<file path="src/hdl/qpw_map.svh">
`ifndef QPW_MAP_SVH
`define QPW_MAP_SVH
// Contract
// RULE1: filter sample rate picked by two bits: fast/16, /32, /64, or slow oscillator
// RULE2: width counter starts on a rising edge, or on either edge when edge mode set
// RULE3: next qualifying edge pushes the count into the queue and zeroes the counter
// RULE4: an edge while saturated does not push the all-ones count
// RULE5: overflow holds the counter at all ones, sets overflow flag, requests interrupt
// RULE6: falling edge while saturated zeroes the counter and times the low pulse
// RULE7: counter clock from two bits: fast/32, /64, /128, /512 unless slow filter
// RULE8: with slow filter clock the counter runs from slow oscillator divided by two
// RULE9: software keeps the counter clock no faster than the filter sampling rate
// RULE10: results fill a six-entry queue from the first free entry onward
// RULE11: queue-full flag sets once six entries are stored
// RULE12: while full, a new result overwrites the last stored entry
// RULE13: a data read returns the oldest entry and discards it
// RULE14: the level bit updates only after the matching data byte is read
// RULE15: queue-empty flag sets when all entries are read; empty reads are undefined
// RULE16: clearing then setting enable reinitialises the queue
// RULE17: software leaves clocks, polarity and modes unchanged while enabled
// RULE18: interrupt on each rising edge, on four stored results, or on overflow
// RULE19: software checks the overflow flag first when servicing the interrupt
// RULE20: measurement continues in wait and an enabled interrupt can end wait
// RULE21: widths of one to 255 counter periods at one-period resolution
// RULE22: overrun destroys the last data; software clears by re-enabling
// RULE23: disabled block stops its clocks, clears queue and flags, frees the pin
// RULE24: polarity bit one inverts the input before measurement
// RULE25: status read with flag set then data access clears the interrupt flag
// RULE26: interrupt reaches the cpu only while interrupt enable is one

// register indices; byte address is four times the index
`define QPW_IDX_CTRL 8'h0D
`define QPW_IDX_STAT 8'h0E
`define QPW_IDX_DATA 8'h0F
`define QPW_ADR_CTRL (`QPW_IDX_CTRL << 2)
`define QPW_ADR_STAT (`QPW_IDX_STAT << 2)
`define QPW_ADR_DATA (`QPW_IDX_DATA << 2)
`define QPW_CTRL_RST 8'h0F
// control fields
`define QPW_C_EN 7
`define QPW_C_EM 6
`define QPW_C_IS 5
`define QPW_C_POL 4
`define QPW_C_CCK 2
`define QPW_C_NCK 0
// status fields
`define QPW_S_PL 7
`define QPW_S_SIG 6
`define QPW_S_IE 5
`define QPW_S_COUNT_OVERFLOW_FLAG 4
`define QPW_S_IF 3
`define QPW_S_QOR 2
`define QPW_S_QUEUE_FULL_FLAG 1
`define QPW_S_QUEUE_EMPTY_FLAG 0
// queue and counter
`define QPW_QDEPTH 6
`define QPW_IRQ_LEVEL 3'h4
`define QPW_CNT_MAX 8'hFF
// timing: slow oscillator period against the system clock
`define QPW_CLK_NS 100
`define QPW_SLOW_NS 30518
`define QPW_SLOW_DIV (`QPW_SLOW_NS / `QPW_CLK_NS)
`define QPW_RESP_OK 2'b00
`define QPW_RESP_ERR 2'b10
`endif

</file>
<file path="src/hdl/qpw_pkg.sv">
package qpw_pkg;
  // counter sequencing
  typedef enum logic [1:0] {
    QPW_IDLE = 2'b00,
    QPW_RUN = 2'b01,
    QPW_SAT = 2'b10
  } qpw_cnt_e;
  typedef logic [8:0] qpw_entry_t;
endpackage : qpw_pkg

</file>
<file path="src/hdl/qpw_noise_filter.sv">
`timescale 1ns/1ns
`default_nettype none
module qpw_noise_filter (
  input wire logic clk_sys,
  input wire logic rst_n,
  input wire logic clr,
  input wire logic tick,
  input wire logic pin,
  output logic level_q
);
  logic s1_q;
  logic s2_q;
  logic [1:0] hist_q;
  wire agree = (s2_q == hist_q[0]) && (s2_q == hist_q[1]);
  // two-flop synchroniser; the first flop feeds only the second
  always_ff @(posedge clk_sys) begin
    if (!rst_n) begin
      s1_q <= 1'b0;
      s2_q <= 1'b0;
    end else begin
      s1_q <= pin;
      s2_q <= s1_q;
    end
  end
  // level moves only after three equal samples, so glitches under two periods vanish
  always_ff @(posedge clk_sys) begin
    if (!rst_n || clr) begin
      hist_q <= 2'b00;
      level_q <= 1'b0;
    end else if (tick) begin
      hist_q <= {hist_q[0], s2_q};
      if (agree) level_q <= s2_q;
    end
  end
endmodule : qpw_noise_filter
`default_nettype wire

</file>
<file path="src/hdl/qpw_queue_mem.sv">
`timescale 1ns/1ns
`default_nettype none
module qpw_queue_mem #(
  parameter int DEPTH = 6
) (
  input wire logic clk_sys,
  input wire logic rst_n,
  input wire logic we,
  input wire logic [2:0] waddr,
  input wire qpw_pkg::qpw_entry_t wdata,
  input wire logic [2:0] raddr,
  output qpw_pkg::qpw_entry_t rdata_q
);
  import qpw_pkg::*;
  if (DEPTH < 2 || DEPTH > 7) begin : g_chk
    $error("queue depth must lie in 2..7");
  end
  // entries carry no reset; their content is undefined until written
  qpw_entry_t mem [DEPTH];
  always_ff @(posedge clk_sys) begin
    if (we) begin
      mem[waddr] <= wdata;
    end
  end
  // registered read port
  always_ff @(posedge clk_sys) begin
    if (!rst_n) rdata_q <= '0;
    else rdata_q <= mem[raddr];
  end
endmodule : qpw_queue_mem
`default_nettype wire

</file>
<file path="src/hdl/qpw_top.sv">
`timescale 1ns/1ns
`default_nettype none
`include "qpw_map.svh"
module qpw_top #(
  parameter int SLOW_DIV = `QPW_SLOW_DIV,
  parameter int QDEPTH = `QPW_QDEPTH
) (
  input wire logic clk_sys,
  input wire logic rst_n,
  input wire logic pulse_input_pin,
  input wire logic [7:0] s_axi_awaddr,
  input wire logic s_axi_awvalid,
  output logic s_axi_awready,
  input wire logic [31:0] s_axi_wdata,
  input wire logic [3:0] s_axi_wstrb,
  input wire logic s_axi_wvalid,
  output logic s_axi_wready,
  output logic [1:0] s_axi_bresp,
  output logic s_axi_bvalid,
  input wire logic s_axi_bready,
  input wire logic [7:0] s_axi_araddr,
  input wire logic s_axi_arvalid,
  output logic s_axi_arready,
  output logic [31:0] s_axi_rdata,
  output logic [1:0] s_axi_rresp,
  output logic s_axi_rvalid,
  input wire logic s_axi_rready,
  output logic measure_irq,
  output logic pin_claim
);
  import qpw_pkg::*;
  if (SLOW_DIV < 2 || SLOW_DIV > 65535) begin : g_chk
    $error("slow divider out of range");
  end
  localparam logic [2:0] QLAST = 3'(QDEPTH - 1);
  localparam logic [2:0] QFULL = 3'(QDEPTH);
  localparam logic [15:0] SLAST = 16'(SLOW_DIV - 1);

  // ************************************************************
  // registers and fields
  // ************************************************************
  logic [7:0] ctrl_q;
  logic ie_q, count_overflow_flag_q, if_q, qor_q, pl_q, arm_q;
  logic [8:0] pre_q;
  logic [15:0] sdiv_q;
  logic shalf_q;
  logic prev_q;
  logic [7:0] cnt_q;
  qpw_cnt_e st_q;
  logic [2:0] wp_q, rp_q, qn_q;
  qpw_entry_t mem_q;
  logic [7:0] awaddr_q, araddr_q;
  logic aw_have_q, w_have_q;
  logic [7:0] wdata_q;
  logic wstrb0_q;
  logic rd_pend_q, pop_pend_q;
  logic sig;

  wire en = ctrl_q[`QPW_C_EN];
  wire em = ctrl_q[`QPW_C_EM];
  wire isel = ctrl_q[`QPW_C_IS];
  wire input_invert = ctrl_q[`QPW_C_POL];
  wire [1:0] cck = ctrl_q[`QPW_C_CCK +: 2];
  wire [1:0] nck = ctrl_q[`QPW_C_NCK +: 2];

  // ************************************************************
  // rate generation from the fast and slow oscillators
  // ************************************************************
  // the fast oscillator is the system clock; dividers are tap decodes
  wire t16 = &pre_q[3:0];
  wire t32 = &pre_q[4:0];
  wire t64 = &pre_q[5:0];
  wire t128 = &pre_q[6:0];
  wire t512 = &pre_q[8:0];
  wire slow_tick = (sdiv_q == SLAST);
  wire slow2_tick = slow_tick & shalf_q;
  wire ntick;
  wire ctick;
  assign ntick = (nck == 2'b00) ? t16 : (nck == 2'b01) ? t32 :
                 (nck == 2'b10) ? t64 : slow_tick; // RULE1
  // a slow filter clock overrides the counter clock choice
  assign ctick = (nck == 2'b11) ? slow2_tick : // RULE8
                 (cck == 2'b00) ? t32 : (cck == 2'b01) ? t64 :
                 (cck == 2'b10) ? t128 : t512; // RULE7

  // dividers held at zero while disabled, the block's clocks stand still
  always_ff @(posedge clk_sys) begin
    if (!rst_n || !en) begin // RULE23
      pre_q <= '0;
      sdiv_q <= '0;
      shalf_q <= 1'b0;
    end else begin
      pre_q <= pre_q + 9'h001;
      sdiv_q <= slow_tick ? 16'h0000 : sdiv_q + 16'h0001;
      if (slow_tick) shalf_q <= ~shalf_q;
    end
  end

  // ************************************************************
  // input filter and edge detection
  // ************************************************************
  logic filt;
  qpw_noise_filter u_filt (
    .clk_sys(clk_sys),
    .rst_n(rst_n),
    .clr(!en),
    .tick(ntick),
    .pin(pulse_input_pin),
    .level_q(filt)
  );
  assign sig = filt ^ input_invert; // RULE24
  wire rise = sig & ~prev_q;
  wire fall = ~sig & prev_q;
  wire qual = rise | (em & fall); // RULE2

  // history follows the idle level while disabled, so enabling with inversion set
  // does not see a false rising edge
  always_ff @(posedge clk_sys) begin
    if (!rst_n) prev_q <= 1'b0;
    else prev_q <= sig; // RULE24
  end

  // ************************************************************
  // width counter
  // ************************************************************
  // qual wins over a counter tick in the same cycle
  wire push = (st_q == QPW_RUN) && qual; // RULE3 RULE4
  wire ovf = (st_q == QPW_RUN) && !qual && ctick && (cnt_q == `QPW_CNT_MAX);
  wire restart = (st_q == QPW_IDLE) ? qual : (st_q == QPW_SAT) ? (qual | fall) : 1'b0;

  always_ff @(posedge clk_sys) begin
    if (!rst_n || !en) begin
      st_q <= QPW_IDLE;
      cnt_q <= 8'h00;
    end else begin
      case (st_q)
        QPW_IDLE: begin
          if (restart) begin // RULE2
            st_q <= QPW_RUN;
            cnt_q <= 8'h00;
          end
        end
        QPW_RUN: begin
          if (qual) cnt_q <= 8'h00; // RULE3
          else if (ovf) st_q <= QPW_SAT; // RULE5
          else if (ctick) cnt_q <= cnt_q + 8'h01; // RULE21
        end
        QPW_SAT: begin
          // count held at all ones; a falling edge times the low pulse
          if (restart) begin // RULE6 RULE4
            st_q <= QPW_RUN;
            cnt_q <= 8'h00;
          end
        end
        default: st_q <= QPW_IDLE;
      endcase
    end
  end

  // ************************************************************
  // result queue
  // ************************************************************
  wire rd_take = s_axi_arvalid & s_axi_arready;
  wire rd_data = (s_axi_araddr == `QPW_ADR_DATA);
  wire rd_stat = (s_axi_araddr == `QPW_ADR_STAT);
  wire queue_empty_flag = (qn_q == 3'h0);
  wire qfull = (qn_q == QFULL);
  wire pop = rd_take & rd_data & !queue_empty_flag; // RULE13
  wire ovw = push & qfull & !pop;
  wire [2:0] wp_prev = (wp_q == 3'h0) ? QLAST : wp_q - 3'h1;
  wire [2:0] waddr = ovw ? wp_prev : wp_q; // RULE10 RULE12
  wire [2:0] qn_d = qn_q + {2'b00, push & !ovw} - {2'b00, pop};
  wire at_level = (qn_d == `QPW_IRQ_LEVEL) && (qn_q != `QPW_IRQ_LEVEL);
  // the stored level is the one that just ended
  wire qpw_entry_t wentry = {prev_q, cnt_q};

  qpw_queue_mem #(.DEPTH(QDEPTH)) u_mem (
    .clk_sys(clk_sys),
    .rst_n(rst_n),
    .we(push),
    .waddr(waddr),
    .wdata(wentry),
    .raddr(rp_q),
    .rdata_q(mem_q)
  );

  // pointers cleared while disabled so re-enabling starts empty
  always_ff @(posedge clk_sys) begin
    if (!rst_n || !en) begin // RULE16 RULE23
      wp_q <= 3'h0;
      rp_q <= 3'h0;
      qn_q <= 3'h0;
      qor_q <= 1'b0;
    end else begin
      if (push & !ovw) wp_q <= (wp_q == QLAST) ? 3'h0 : wp_q + 3'h1;
      if (pop) rp_q <= (rp_q == QLAST) ? 3'h0 : rp_q + 3'h1;
      qn_q <= qn_d; // RULE11 RULE15
      if (ovw) qor_q <= 1'b1; // RULE22
    end
  end

  // ************************************************************
  // flags and interrupt
  // ************************************************************
  wire wr_do = aw_have_q & w_have_q & !s_axi_bvalid;
  wire wr_data = (awaddr_q == `QPW_ADR_DATA);
  wire data_acc = (rd_take & rd_data) | (wr_do & wr_data);
  wire if_set = ovf | (isel ? rise : (push & !ovw & at_level)); // RULE18
  wire if_clr = arm_q & data_acc; // RULE25

  always_ff @(posedge clk_sys) begin
    if (!rst_n || !en) begin // RULE23
      count_overflow_flag_q <= 1'b0;
      if_q <= 1'b0;
      arm_q <= 1'b0;
      pl_q <= 1'b0;
    end else begin
      if (ovf) count_overflow_flag_q <= 1'b1; // RULE5
      // a new event wins over a clear in the same cycle
      if (if_set) if_q <= 1'b1;
      else if (if_clr) if_q <= 1'b0;
      if (rd_take & rd_stat & if_q) arm_q <= 1'b1;
      else if (data_acc) arm_q <= 1'b0;
      // level follows the byte once the read has delivered it
      if (rd_pend_q & pop_pend_q) pl_q <= mem_q[8]; // RULE14
    end
  end

  // request leaves the block only while enabled; it also ends wait
  always_ff @(posedge clk_sys) begin
    if (!rst_n) begin
      measure_irq <= 1'b0;
      pin_claim <= 1'b0;
    end else begin
      measure_irq <= if_q & ie_q; // RULE26 RULE20
      pin_claim <= en; // RULE23
    end
  end

  // ************************************************************
  // register bus slave
  // ************************************************************
  logic [7:0] stat_v;
  assign stat_v[`QPW_S_PL] = pl_q;
  assign stat_v[`QPW_S_SIG] = sig;
  assign stat_v[`QPW_S_IE] = ie_q;
  assign stat_v[`QPW_S_COUNT_OVERFLOW_FLAG] = count_overflow_flag_q;
  assign stat_v[`QPW_S_IF] = if_q;
  assign stat_v[`QPW_S_QOR] = qor_q;
  assign stat_v[`QPW_S_QUEUE_FULL_FLAG] = qfull;
  assign stat_v[`QPW_S_QUEUE_EMPTY_FLAG] = queue_empty_flag; // RULE15
  wire ra_ctrl = (araddr_q == `QPW_ADR_CTRL);
  wire ra_stat = (araddr_q == `QPW_ADR_STAT);
  wire ra_data = (araddr_q == `QPW_ADR_DATA);
  wire ra_hit = ra_ctrl | ra_stat | ra_data;
  wire [7:0] rbyte = ra_ctrl ? ctrl_q : ra_stat ? stat_v : ra_data ? mem_q[7:0] : 8'h00;
  wire wa_ctrl = (awaddr_q == `QPW_ADR_CTRL);
  wire wa_stat = (awaddr_q == `QPW_ADR_STAT);
  wire wa_hit = wa_ctrl | wa_stat | wr_data;

  // write channels taken in either order, response once both held
  always_ff @(posedge clk_sys) begin
    if (!rst_n) begin
      s_axi_awready <= 1'b0;
      s_axi_wready <= 1'b0;
      aw_have_q <= 1'b0;
      w_have_q <= 1'b0;
      awaddr_q <= 8'h00;
      wdata_q <= 8'h00;
      wstrb0_q <= 1'b0;
    end else begin
      s_axi_awready <= s_axi_awvalid & !s_axi_awready & !aw_have_q;
      s_axi_wready <= s_axi_wvalid & !s_axi_wready & !w_have_q;
      if (s_axi_awvalid & s_axi_awready) begin
        aw_have_q <= 1'b1;
        awaddr_q <= s_axi_awaddr;
      end else if (wr_do) aw_have_q <= 1'b0;
      if (s_axi_wvalid & s_axi_wready) begin
        w_have_q <= 1'b1;
        wdata_q <= s_axi_wdata[7:0];
        wstrb0_q <= s_axi_wstrb[0];
      end else if (wr_do) w_have_q <= 1'b0;
    end
  end

  // register writes; only byte lane 0 carries data
  always_ff @(posedge clk_sys) begin
    if (!rst_n) begin
      ctrl_q <= `QPW_CTRL_RST;
      ie_q <= 1'b0;
      s_axi_bvalid <= 1'b0;
      s_axi_bresp <= `QPW_RESP_OK;
    end else begin
      if (wr_do) begin
        s_axi_bvalid <= 1'b1;
        s_axi_bresp <= wa_hit ? `QPW_RESP_OK : `QPW_RESP_ERR;
        if (wa_ctrl & wstrb0_q) ctrl_q <= wdata_q;
        if (wa_stat & wstrb0_q) ie_q <= wdata_q[`QPW_S_IE];
      end else if (s_axi_bready) s_axi_bvalid <= 1'b0;
    end
  end

  // reads answer one edge after the take so queue data come from a flop
  always_ff @(posedge clk_sys) begin
    if (!rst_n) begin
      s_axi_arready <= 1'b0;
      s_axi_rvalid <= 1'b0;
      s_axi_rdata <= 32'h0000_0000;
      s_axi_rresp <= `QPW_RESP_OK;
      rd_pend_q <= 1'b0;
      pop_pend_q <= 1'b0;
      araddr_q <= 8'h00;
    end else begin
      s_axi_arready <= s_axi_arvalid & !s_axi_arready & !rd_pend_q & !s_axi_rvalid;
      rd_pend_q <= rd_take;
      pop_pend_q <= pop;
      if (rd_take) araddr_q <= s_axi_araddr;
      if (rd_pend_q) begin
        s_axi_rvalid <= 1'b1;
        s_axi_rdata <= {24'h00_0000, rbyte};
        s_axi_rresp <= ra_hit ? `QPW_RESP_OK : `QPW_RESP_ERR;
      end else if (s_axi_rready) s_axi_rvalid <= 1'b0;
    end
  end
endmodule : qpw_top
`default_nettype wire

</file>
<file path="config.mk">
export PLATFORM = sky130hd
export DESIGN_NAME = qpw_top
export DESIGN_NICKNAME = d
export VERILOG_FILES = /design/src/hdl/qpw_pkg.sv /design/src/hdl/qpw_noise_filter.sv /design/src/hdl/qpw_queue_mem.sv /design/src/hdl/qpw_top.sv
export VERILOG_INCLUDE_DIRS = /design/src /design/src/hdl
export SDC_FILE = /design/constraint.sdc
export NUM_CORES = 1
export LEC_CHECK = 0
export BUFFER_PORTS_ARGS = -buffer_cell sky130_fd_sc_hd__buf_4
export CAP_MARGIN = 40
export CELL_PAD_IN_SITES_DETAIL_PLACEMENT = 0
export CELL_PAD_IN_SITES_GLOBAL_PLACEMENT = 1
export CORE_UTILIZATION = 48
export DETAILED_ROUTE_END_ITERATION = 16
export GPL_TIMING_DRIVEN = 1
export PLACE_DENSITY = 0.84
export SLEW_MARGIN = 20
export SYNTH_ARGS = -nofsm -noshare
export SYNTH_HDL_FRONTEND = slang
export SYNTH_SLANG_ARGS = --single-unit
</file>
<file path="constraint.sdc">
create_clock -name clk_sys -period 9.8 [get_ports clk_sys]
set_clock_uncertainty 0.2 [all_clocks]
set_input_delay 0.49 -clock clk_sys [delete_from_list [all_inputs] [get_ports clk_sys]]
set_output_delay 0.49 -clock clk_sys [all_outputs]
set_load 0.05 [all_outputs]
</file>
# --- Yosys cells after proc, flatten, opt, wreduce, memory -nomap -nowiden ---
# Memory sizes are Yosys's and may differ from the RTL's. A register that Yosys moved wholly into a read port is not among the register bits.
# Index checks and enable logic that the tools add are counted.
word_totals:
  reg_bits: 113
  mem_bits_rw: 54
  input_bits: 60
  output_inout_bits: 43
  wordCells: 205
  memories: 1
mem_list:
  columns: ["memory", "depth", "width", "rd", "rd_ports_with_merged_regs", "write_ports", "line_no", "text"]
  rows:
  - ["u_mem.mem", 6, 9, 1, 1, 1, "qpw_queue_mem.sv:19", "qpw_entry_t mem [DEPTH];"]
classes:
  add_sub_neg: 8
  eq_ne: 29
  mux: 41
  bitwise: 42
  reduce_logical: 46
ops:
  columns: ["op", "n"]
  rows:
  - ["8-bit by 6-bit equality test with 1-bit output (second input constant)", 8]
  - ["8-bit 2-to-1 mux", 7]
  - ["1-bit AND", 30]
  - ["1-bit 2-to-1 mux", 23]
  - ["16-bit by 1-bit adder with 16-bit output (second input constant)", 1]
  - ["16-bit by 9-bit equality test with 1-bit output (second input constant)", 1]
  - ["8-bit case mux with 2 select lines", 1]
  - ["1-bit zero test", 15]
  - ["2-bit nonzero test", 7]
  - ["3-bit equality test (second input constant)", 4]
  - ["3-bit 2-to-1 mux", 4]
  - ["2-bit 2-to-1 mux", 5]
  - ["9-bit by 1-bit adder with 9-bit output (second input constant)", 1]
  - ["3-bit != test (second input constant)", 3]
  - ["9-bit AND reduction", 1]
  - ["8-bit by 1-bit adder with 8-bit output (second input constant)", 1]
  - ["2-bit equality test (second input constant)", 4]
  - ["8-bit equality test (second input constant)", 1]
  - ["1-bit bitwise OR", 8]
  - ["4-bit AND reduction", 2]
  - ["7-bit AND reduction", 1]
  - ["3-bit by 1-bit adder with 3-bit output (second input constant)", 2]
  - ["2-bit by 1-bit equality test with 1-bit output (second input constant)", 3]
  - ["1-bit logical AND", 6]
  - ["other kinds (17)", 27]

# --- Depth between registers and ports, before layout ---
depth:
  ltp_word: 18
  depth_mapped: 15
  mapped_depth_nobuf: 14

# --- Modules after synthesis ---
# Synthesis repeated with hierarchy kept, for this count alone.
hier_totals:
  hier_cells: 697
  area_unflattened_um2: 7463.4
by_module_without_submodules:
  columns: ["mod", "n_inst", "cells_per_inst", "area_each_um2", "seq_area_each_um2"]
  rows:
  - ["qpw_top", 1, 557, 4987.3, 2122.0]
  - ["qpw_queue_mem", 1, 124, 2304.7, 1801.7]
  - ["qpw_noise_filter", 1, 16, 171.4, 100.1]

# --- Worst setup path before layout ---
# Ideal clock, no wire load.
synth_path:
  path_type: "flip-flop to flip-flop"
  start: "register s_axi_arready"
  end: "register if_q"
  setup_ns: 0.074
  arrival_ns: 3.271
  required_ns: 9.526
  slack_ns: 6.254
  path_stages_with_launch: 14
  n_path_buf: 1
  period_less_slack_ns: 3.546
  cell_sequence: "dfxtp_1 > and2_1 > clkbuf_1 > nand4_1 > a211oi_1 > inv_1 > ha_1 > inv_1 > ha_1 > inv_1 > fa_1 > nor3b_1 > o2111ai_1 > a31oi_1"
synth_between:
  elab_chain_cells: 15
  elab_cells_between_ends: 18
  cone_classes: "add/sub (2); eq/ne (1); mux (2); bitwise (9); reduce/logical (4)"
synth_rtl:
  columns: ["item", "line_no", "text"]
  rows:
  - ["start: declaration", "qpw_top.sv:23", "output logic s_axi_arready,"]
  - ["start signal: assignment", "qpw_top.sv:314", "s_axi_arready <= s_axi_arvalid & !s_axi_arready & !rd_pend_q & !s_axi_rvalid;"]
  - ["1-bit AND (*)", "qpw_top.sv:163", "wire rd_take = s_axi_arvalid & s_axi_arready;"]
  - ["1-bit AND (*)", "qpw_top.sv:168, qpw_top.sv:207", null]
  - ["1-bit AND", "qpw_top.sv:168", "wire pop = rd_take & rd_data & !queue_empty_flag;"]
  - ["1-bit zero test", "qpw_top.sv:169", "wire ovw = push & qfull & !pop;"]
  - ["1-bit AND", "qpw_top.sv:169", null]
  - ["1-bit zero test", "qpw_top.sv:172, qpw_top.sv:208", null]
  - ["1-bit AND", "qpw_top.sv:172, qpw_top.sv:208", null]
  - ["3-bit by 1-bit adder with 3-bit output", "qpw_top.sv:172", "wire [2:0] qn_d = qn_q + {2'b00, push & !ovw} - {2'b00, pop};"]
  - ["3-bit by 1-bit subtractor with 3-bit output", "qpw_top.sv:172", null]
  - ["3-bit equality test (no source line)", null, null]
  - ["1-bit logical AND", "qpw_top.sv:173", "wire at_level = (qn_d == `QPW_IRQ_LEVEL) && (qn_q != `QPW_IRQ_LEVEL);"]
  - ["1-bit AND", "qpw_top.sv:208", "wire if_set = ovf | (isel ? rise : (push & !ovw & at_level));"]
  - ["1-bit 2-to-1 mux", "qpw_top.sv:208", null]
  - ["1-bit bitwise OR", "qpw_top.sv:208", null]
  - ["1-bit 2-to-1 mux or 2-bit nonzero test (tied branches)", null, null]
  - ["end signal: assignment", "qpw_top.sv:214", "if_q <= 1'b0;"]
  - ["end signal: assignment", "qpw_top.sv:220", "if (if_set) if_q <= 1'b1;"]
  - ["end signal: assignment", "qpw_top.sv:221", "else if (if_clr) if_q <= 1'b0;"]
  - ["end: declaration", "qpw_top.sv:43", "logic ie_q, count_overflow_flag_q, if_q, qor_q, pl_q, arm_q;"]
# Every way passes the cells marked *; elsewhere a longest branch is shown, timed or not.
# A chain may end at the register's enable or synchronous reset.

# --- Final worst setup path ---
layout_path:
  start: "register ctrl_q[4]"
  end: "register if_q"
layout_between:
  elab_chain_cells: 18
  elab_cells_between_ends: 24
  cone_classes: "add/sub (2); eq/ne (1); mux (2); bitwise (11); reduce/logical (8)"
layout_rtl:
  columns: ["item", "line_no", "text"]
  rows:
  - ["start: declaration", "qpw_top.sv:42", "logic [7:0] ctrl_q;"]
  - ["start signal: assignment", "qpw_top.sv:289", "ctrl_q <= `QPW_CTRL_RST;"]
  - ["start signal: assignment", "qpw_top.sv:297", "if (wa_ctrl & wstrb0_q) ctrl_q <= wdata_q;"]
  - ["1-bit XOR (*)", "qpw_top.sv:111", "assign sig = filt ^ input_invert;"]
  - ["1-bit inverter", "qpw_top.sv:113", "wire fall = ~sig & prev_q;"]
  - ["1-bit AND", "qpw_top.sv:113", null]
  - ["1-bit AND", "qpw_top.sv:114", "wire qual = rise | (em & fall);"]
  - ["1-bit bitwise OR", "qpw_top.sv:114", null]
  - ["1-bit logical AND", "qpw_top.sv:127", "wire push = (st_q == QPW_RUN) && qual;"]
  - ["1-bit AND (2 in series)", "qpw_top.sv:169", null]
  - ["1-bit zero test", "qpw_top.sv:172, qpw_top.sv:208", null]
  - ["1-bit AND", "qpw_top.sv:172, qpw_top.sv:208", null]
  - ["3-bit by 1-bit adder with 3-bit output", "qpw_top.sv:172", null]
  - ["3-bit by 1-bit subtractor with 3-bit output", "qpw_top.sv:172", null]
  - ["3-bit equality test (no source line)", null, null]
  - ["1-bit logical AND", "qpw_top.sv:173", null]
  - ["1-bit AND", "qpw_top.sv:208", null]
  - ["1-bit 2-to-1 mux", "qpw_top.sv:208", null]
  - ["1-bit bitwise OR (*)", "qpw_top.sv:208", null]
  - ["1-bit 2-to-1 mux or 2-bit nonzero test (tied branches)", null, null]
# Marked as above.

==> out/summary.json <==
{
  "outcome": {
    "run_status": "finished clean"
  },
  "yosys": {
    "synth.most_common_cell": "sky130_fd_sc_hd__dfxtp_1",
    "synthAdderAreaFrac": 0.0180,
    "yosysTopAreaCell": "sky130_fd_sc_hd__dfxtp_1",
    "synth-main-ff-cell": "sky130_fd_sc_hd__dfxtp_1",
    "postSynthCellCount": 702,
    "synth_cell_type_count": 63,
    "synth_top_area_share": 0.327,
    "synth-compound-area-share": 0.114,
    "synth-xor-area-share": 0.0286,
    "post_synth_main_area_contributors": "sky130_fd_sc_hd__dfxtp_1 33%, sky130_fd_sc_hd__edfxtp_1 22%, sky130_fd_sc_hd__nand2_1 5.7%",
    "ys_seq_elements": 174,
    "synth_top_family_by_area": "simple AND/OR/NAND/NOR gates",
    "avgSynthCellArea_um2": 10.5,
    "synth_seq_area_share": 0.547,
    "post_synth_mux_area_share": 0.0594,
    "synth.yosys.warnings": 0,
    "async_flop_share": 0,
    "syn-cell-area_mm2": 0.00735,
    "synth_enable_flop_cells": 54,
    "synth-simple-area-share": 0.180,
    "ys_top_cells_by_count": "120 x sky130_fd_sc_hd__dfxtp_1, 111 x sky130_fd_sc_hd__nand2_1, 54 x sky130_fd_sc_hd__edfxtp_1"
  },
  "routing": {
    "route.detailed.drc": 0,
    "dr_total_vias": 5215,
    "ant_nets": 0,
    "drt_first_iter_violations": 294,
    "total_wire_length_after_detailed_routing_um": 14900,
    "avgRoutedWirePerCell_um": 15.7,
    "viasPerCell": 5.51,
    "detail_route.first_pass.iterations": 5
  },
  "grt": {
    "globalRouteOverflowTotal": 0,
    "via_count_of_the_first_global_routing_pass": 5077,
    "grt_util_all_layers": 0.199,
    "groute.layer.met1.usage": 0.243,
    "busiest_layer": "met2",
    "grt_max_degree": 72,
    "grt_use_met2": 0.336,
    "met3_usage_in_global_routing": 0.0484,
    "grt_antenna_before_repair": 0,
    "grt_first_pass_wirelength_um": 24700
  },
  "die": {
    "io_pins": 103,
    "die_w_um": 126,
    "dieHeight_um": 126,
    "design.core.area_mm2": 0.0148,
    "design.die.area_mm2": 0.0158,
    "rows": 44,
    "effective_utilization_at_floorplan": 0.498
  },
  "clocking": {
    "cts_buffers": 17,
    "ctsLongestPathBuffers": 2,
    "cts_num_sinks": 174,
    "post_cts.repair.setup_buffers": 0,
    "cts-htree-levels": 4,
    "cts_hold_buf": 0,
    "ctsRootBufferMaster": "sky130_fd_sc_hd__clkbuf_16",
    "worst_skew_pair.late_latency_ps": 430,
    "reg_clk_slew_reported_paths_ps": 70,
    "cts_tree": "yes",
    "post_cts_resize_count": 0
  },
  "worst_hold_path": {
    "hold_path_startpoint": "pulse_input_pin",
    "worstHoldPathCells": 2,
    "min_to": "u_filt.s1_q",
    "hold_class": "primary input to register"
  },
  "sta": {
    "setup-tns-final_ps": 0,
    "layout_setup_ws_ps": 6320,
    "timing.max_slew.rel_slack": 0.439,
    "share_of_the_clock_period_used_by_the_worst_path": 0.355,
    "finalHoldViolCount": 0,
    "finalWorstPathRequiredPeriod_ps": 3480,
    "finalSetupViolations": 0,
    "hold_ws_ps": 71.5,
    "maxSlewViolCount": 0,
    "worst_slew_pin_slew_ps": 840,
    "fmax_mhz": 287,
    "grt_setup_unrepaired": "false"
  },
  "job": {
    "max_cap_viols": 0
  },
  "placed_design": {
    "post-place-ws_ps": 6160,
    "numPlacedInstances": 915,
    "finalWeightedCongestion": 0.781,
    "place.port_buffers": 49,
    "dpl.hpwl_um": 10300
  },
  "worst_setup_path": {
    "worstPathBufferInverterCount": 3,
    "slowest_stage": "sky130_fd_sc_hd__fa_1",
    "critical_path.startpoint_type": "register",
    "path_cells": "xnor2_1 -> mux2_2 -> a211oi_1 -> inv_1 -> ha_1 -> inv_1 -> ha_1 -> inv_1 -> fa_1 -> nor3b_1 -> o2111ai_1 -> a31oi_1",
    "crit_path_frequent_cell": "sky130_fd_sc_hd__inv_1",
    "crit_required_ps": 9960,
    "r2r_end": "if_q",
    "critical_path.top_delay_family": "adder cells",
    "r2r-start": "ctrl_q[4]",
    "worstPathMaxFanout": 5,
    "setup.reg_to_reg.worst_slack_ps": 6320,
    "critPathMaxStageDelay_ps": 490,
    "timing_worst_setup_path_type": "register to register",
    "rr_worst_depth": 12,
    "cp_data_arrival_time_ps": 3640,
    "endpoint_type_of_the_worst_setup_path": "register"
  },
  "power": {
    "ir_worst_vdd_v": 0.000120,
    "p_total_mw": 1.49,
    "power-per-cell-area_mw_per_mm2": 178,
    "power.leakage_nw": 3.01
  },
  "cells_and_area": {
    "layout.filler_cells": 1233,
    "antenna-diode-count": 0,
    "post_route_cells_drive_above_1_share": 0.149,
    "multiInputGateArea_mm2": 0.00304,
    "layout.nets": 820,
    "regArea_mm2": 0.00402,
    "layout_area_overhead_pct": 14.3,
    "layout.cells.non_filler": 947
  }
}
-- report_power, final --
| part | switching (mW) | total (mW) | internal, mW |
|---|---|---|---|
| registers | 0.00602 | 0.752 | 0.746 |
| clock network | 0.296 | 0.680 | 0.384 |
| logic | 0.0427 | 0.0612 | 0.0185 |
-- sequential cells by signal, summed over array words and instances (netlist names), 2 cells and up --
| register | flops |
|---|---|
| u_filt.hist_q | 2 |
| u_mem.rdata_q | 9 |
| st_q | 2 |
| cnt_q | 8 |
| s_axi_rdata | 8 |
| sdiv_q | 16 |
| ctrl_q | 8 |
| rp_q | 3 |
| u_mem.mem | 54 |
| wdata_q | 8 |
| pre_q | 9 |
| araddr_q | 8 |
| qn_q | 3 |
| awaddr_q | 8 |
| wp_q | 3 |
-- kinds of logic after synthesis --
| logic type | Yosys count |
|---|---|
| AOI/OAI and AO/OA | 113 |
| xor gates and xnor gates | 24 |
| DFF | 174 |
| buffers and inverters | 74 |
| other | 1 |
| muxes | 32 |
| and+or+nand+nor | 274 |
| adders and majority gates | 10 |
-- layer usage --
metal	vias up	wire length [µm]
li1	2539	-
met1	2504	6600
met2	141	7200
met3	31	739
met4	0	371
met5	-	0
-- through the flow --
stage / cell area, µm² / utilization
floorplan: 7450 / -
global placement: 7750 / 0.526
detailed placement: 7800 / 0.529
CTS: 8400 / 0.570
global route: 8400 / 0.570
finish: 8400 / 0.570
-- area by class of cell --
cell class	instances	area share
sequential	174	0.479
multi-input combinational	479	0.362
timing repair buffer	59	0.0524
clock buffer	17	0.0506
tap	184	0.0274
clock inverter	15	0.0207
inverter	19	0.00849
-- cells in the final DEF (no fill, tap or decap), drive strengths merged, types with 13 or more instances in the layout --
cell type / count
a21oi: 15
buf: 59
o21ai: 19
mux2i: 20
nand3: 30
nor2b: 13
nor2: 49
conb: 26
inv: 27
clkbuf: 17
and3: 15
nand2: 111
dfxtp: 120
edfxtp: 54
a21boi: 27
-- worst max-delay path by stage --
stage                     cells past startpoint  slack (ps)    to             from
after floorplan                              13        6250  if_q    s_axi_arready
after global placement                       12        6220  if_q  s_axi_araddr[7]
after detailed placement                     12        6160  if_q  s_axi_araddr[7]
after CTS                                    12        6330  if_q        ctrl_q[4]
after global routing                         12        6060  if_q        ctrl_q[4]
final                                        12        6320  if_q        ctrl_q[4]
Power figures use the tool's default switching activity.
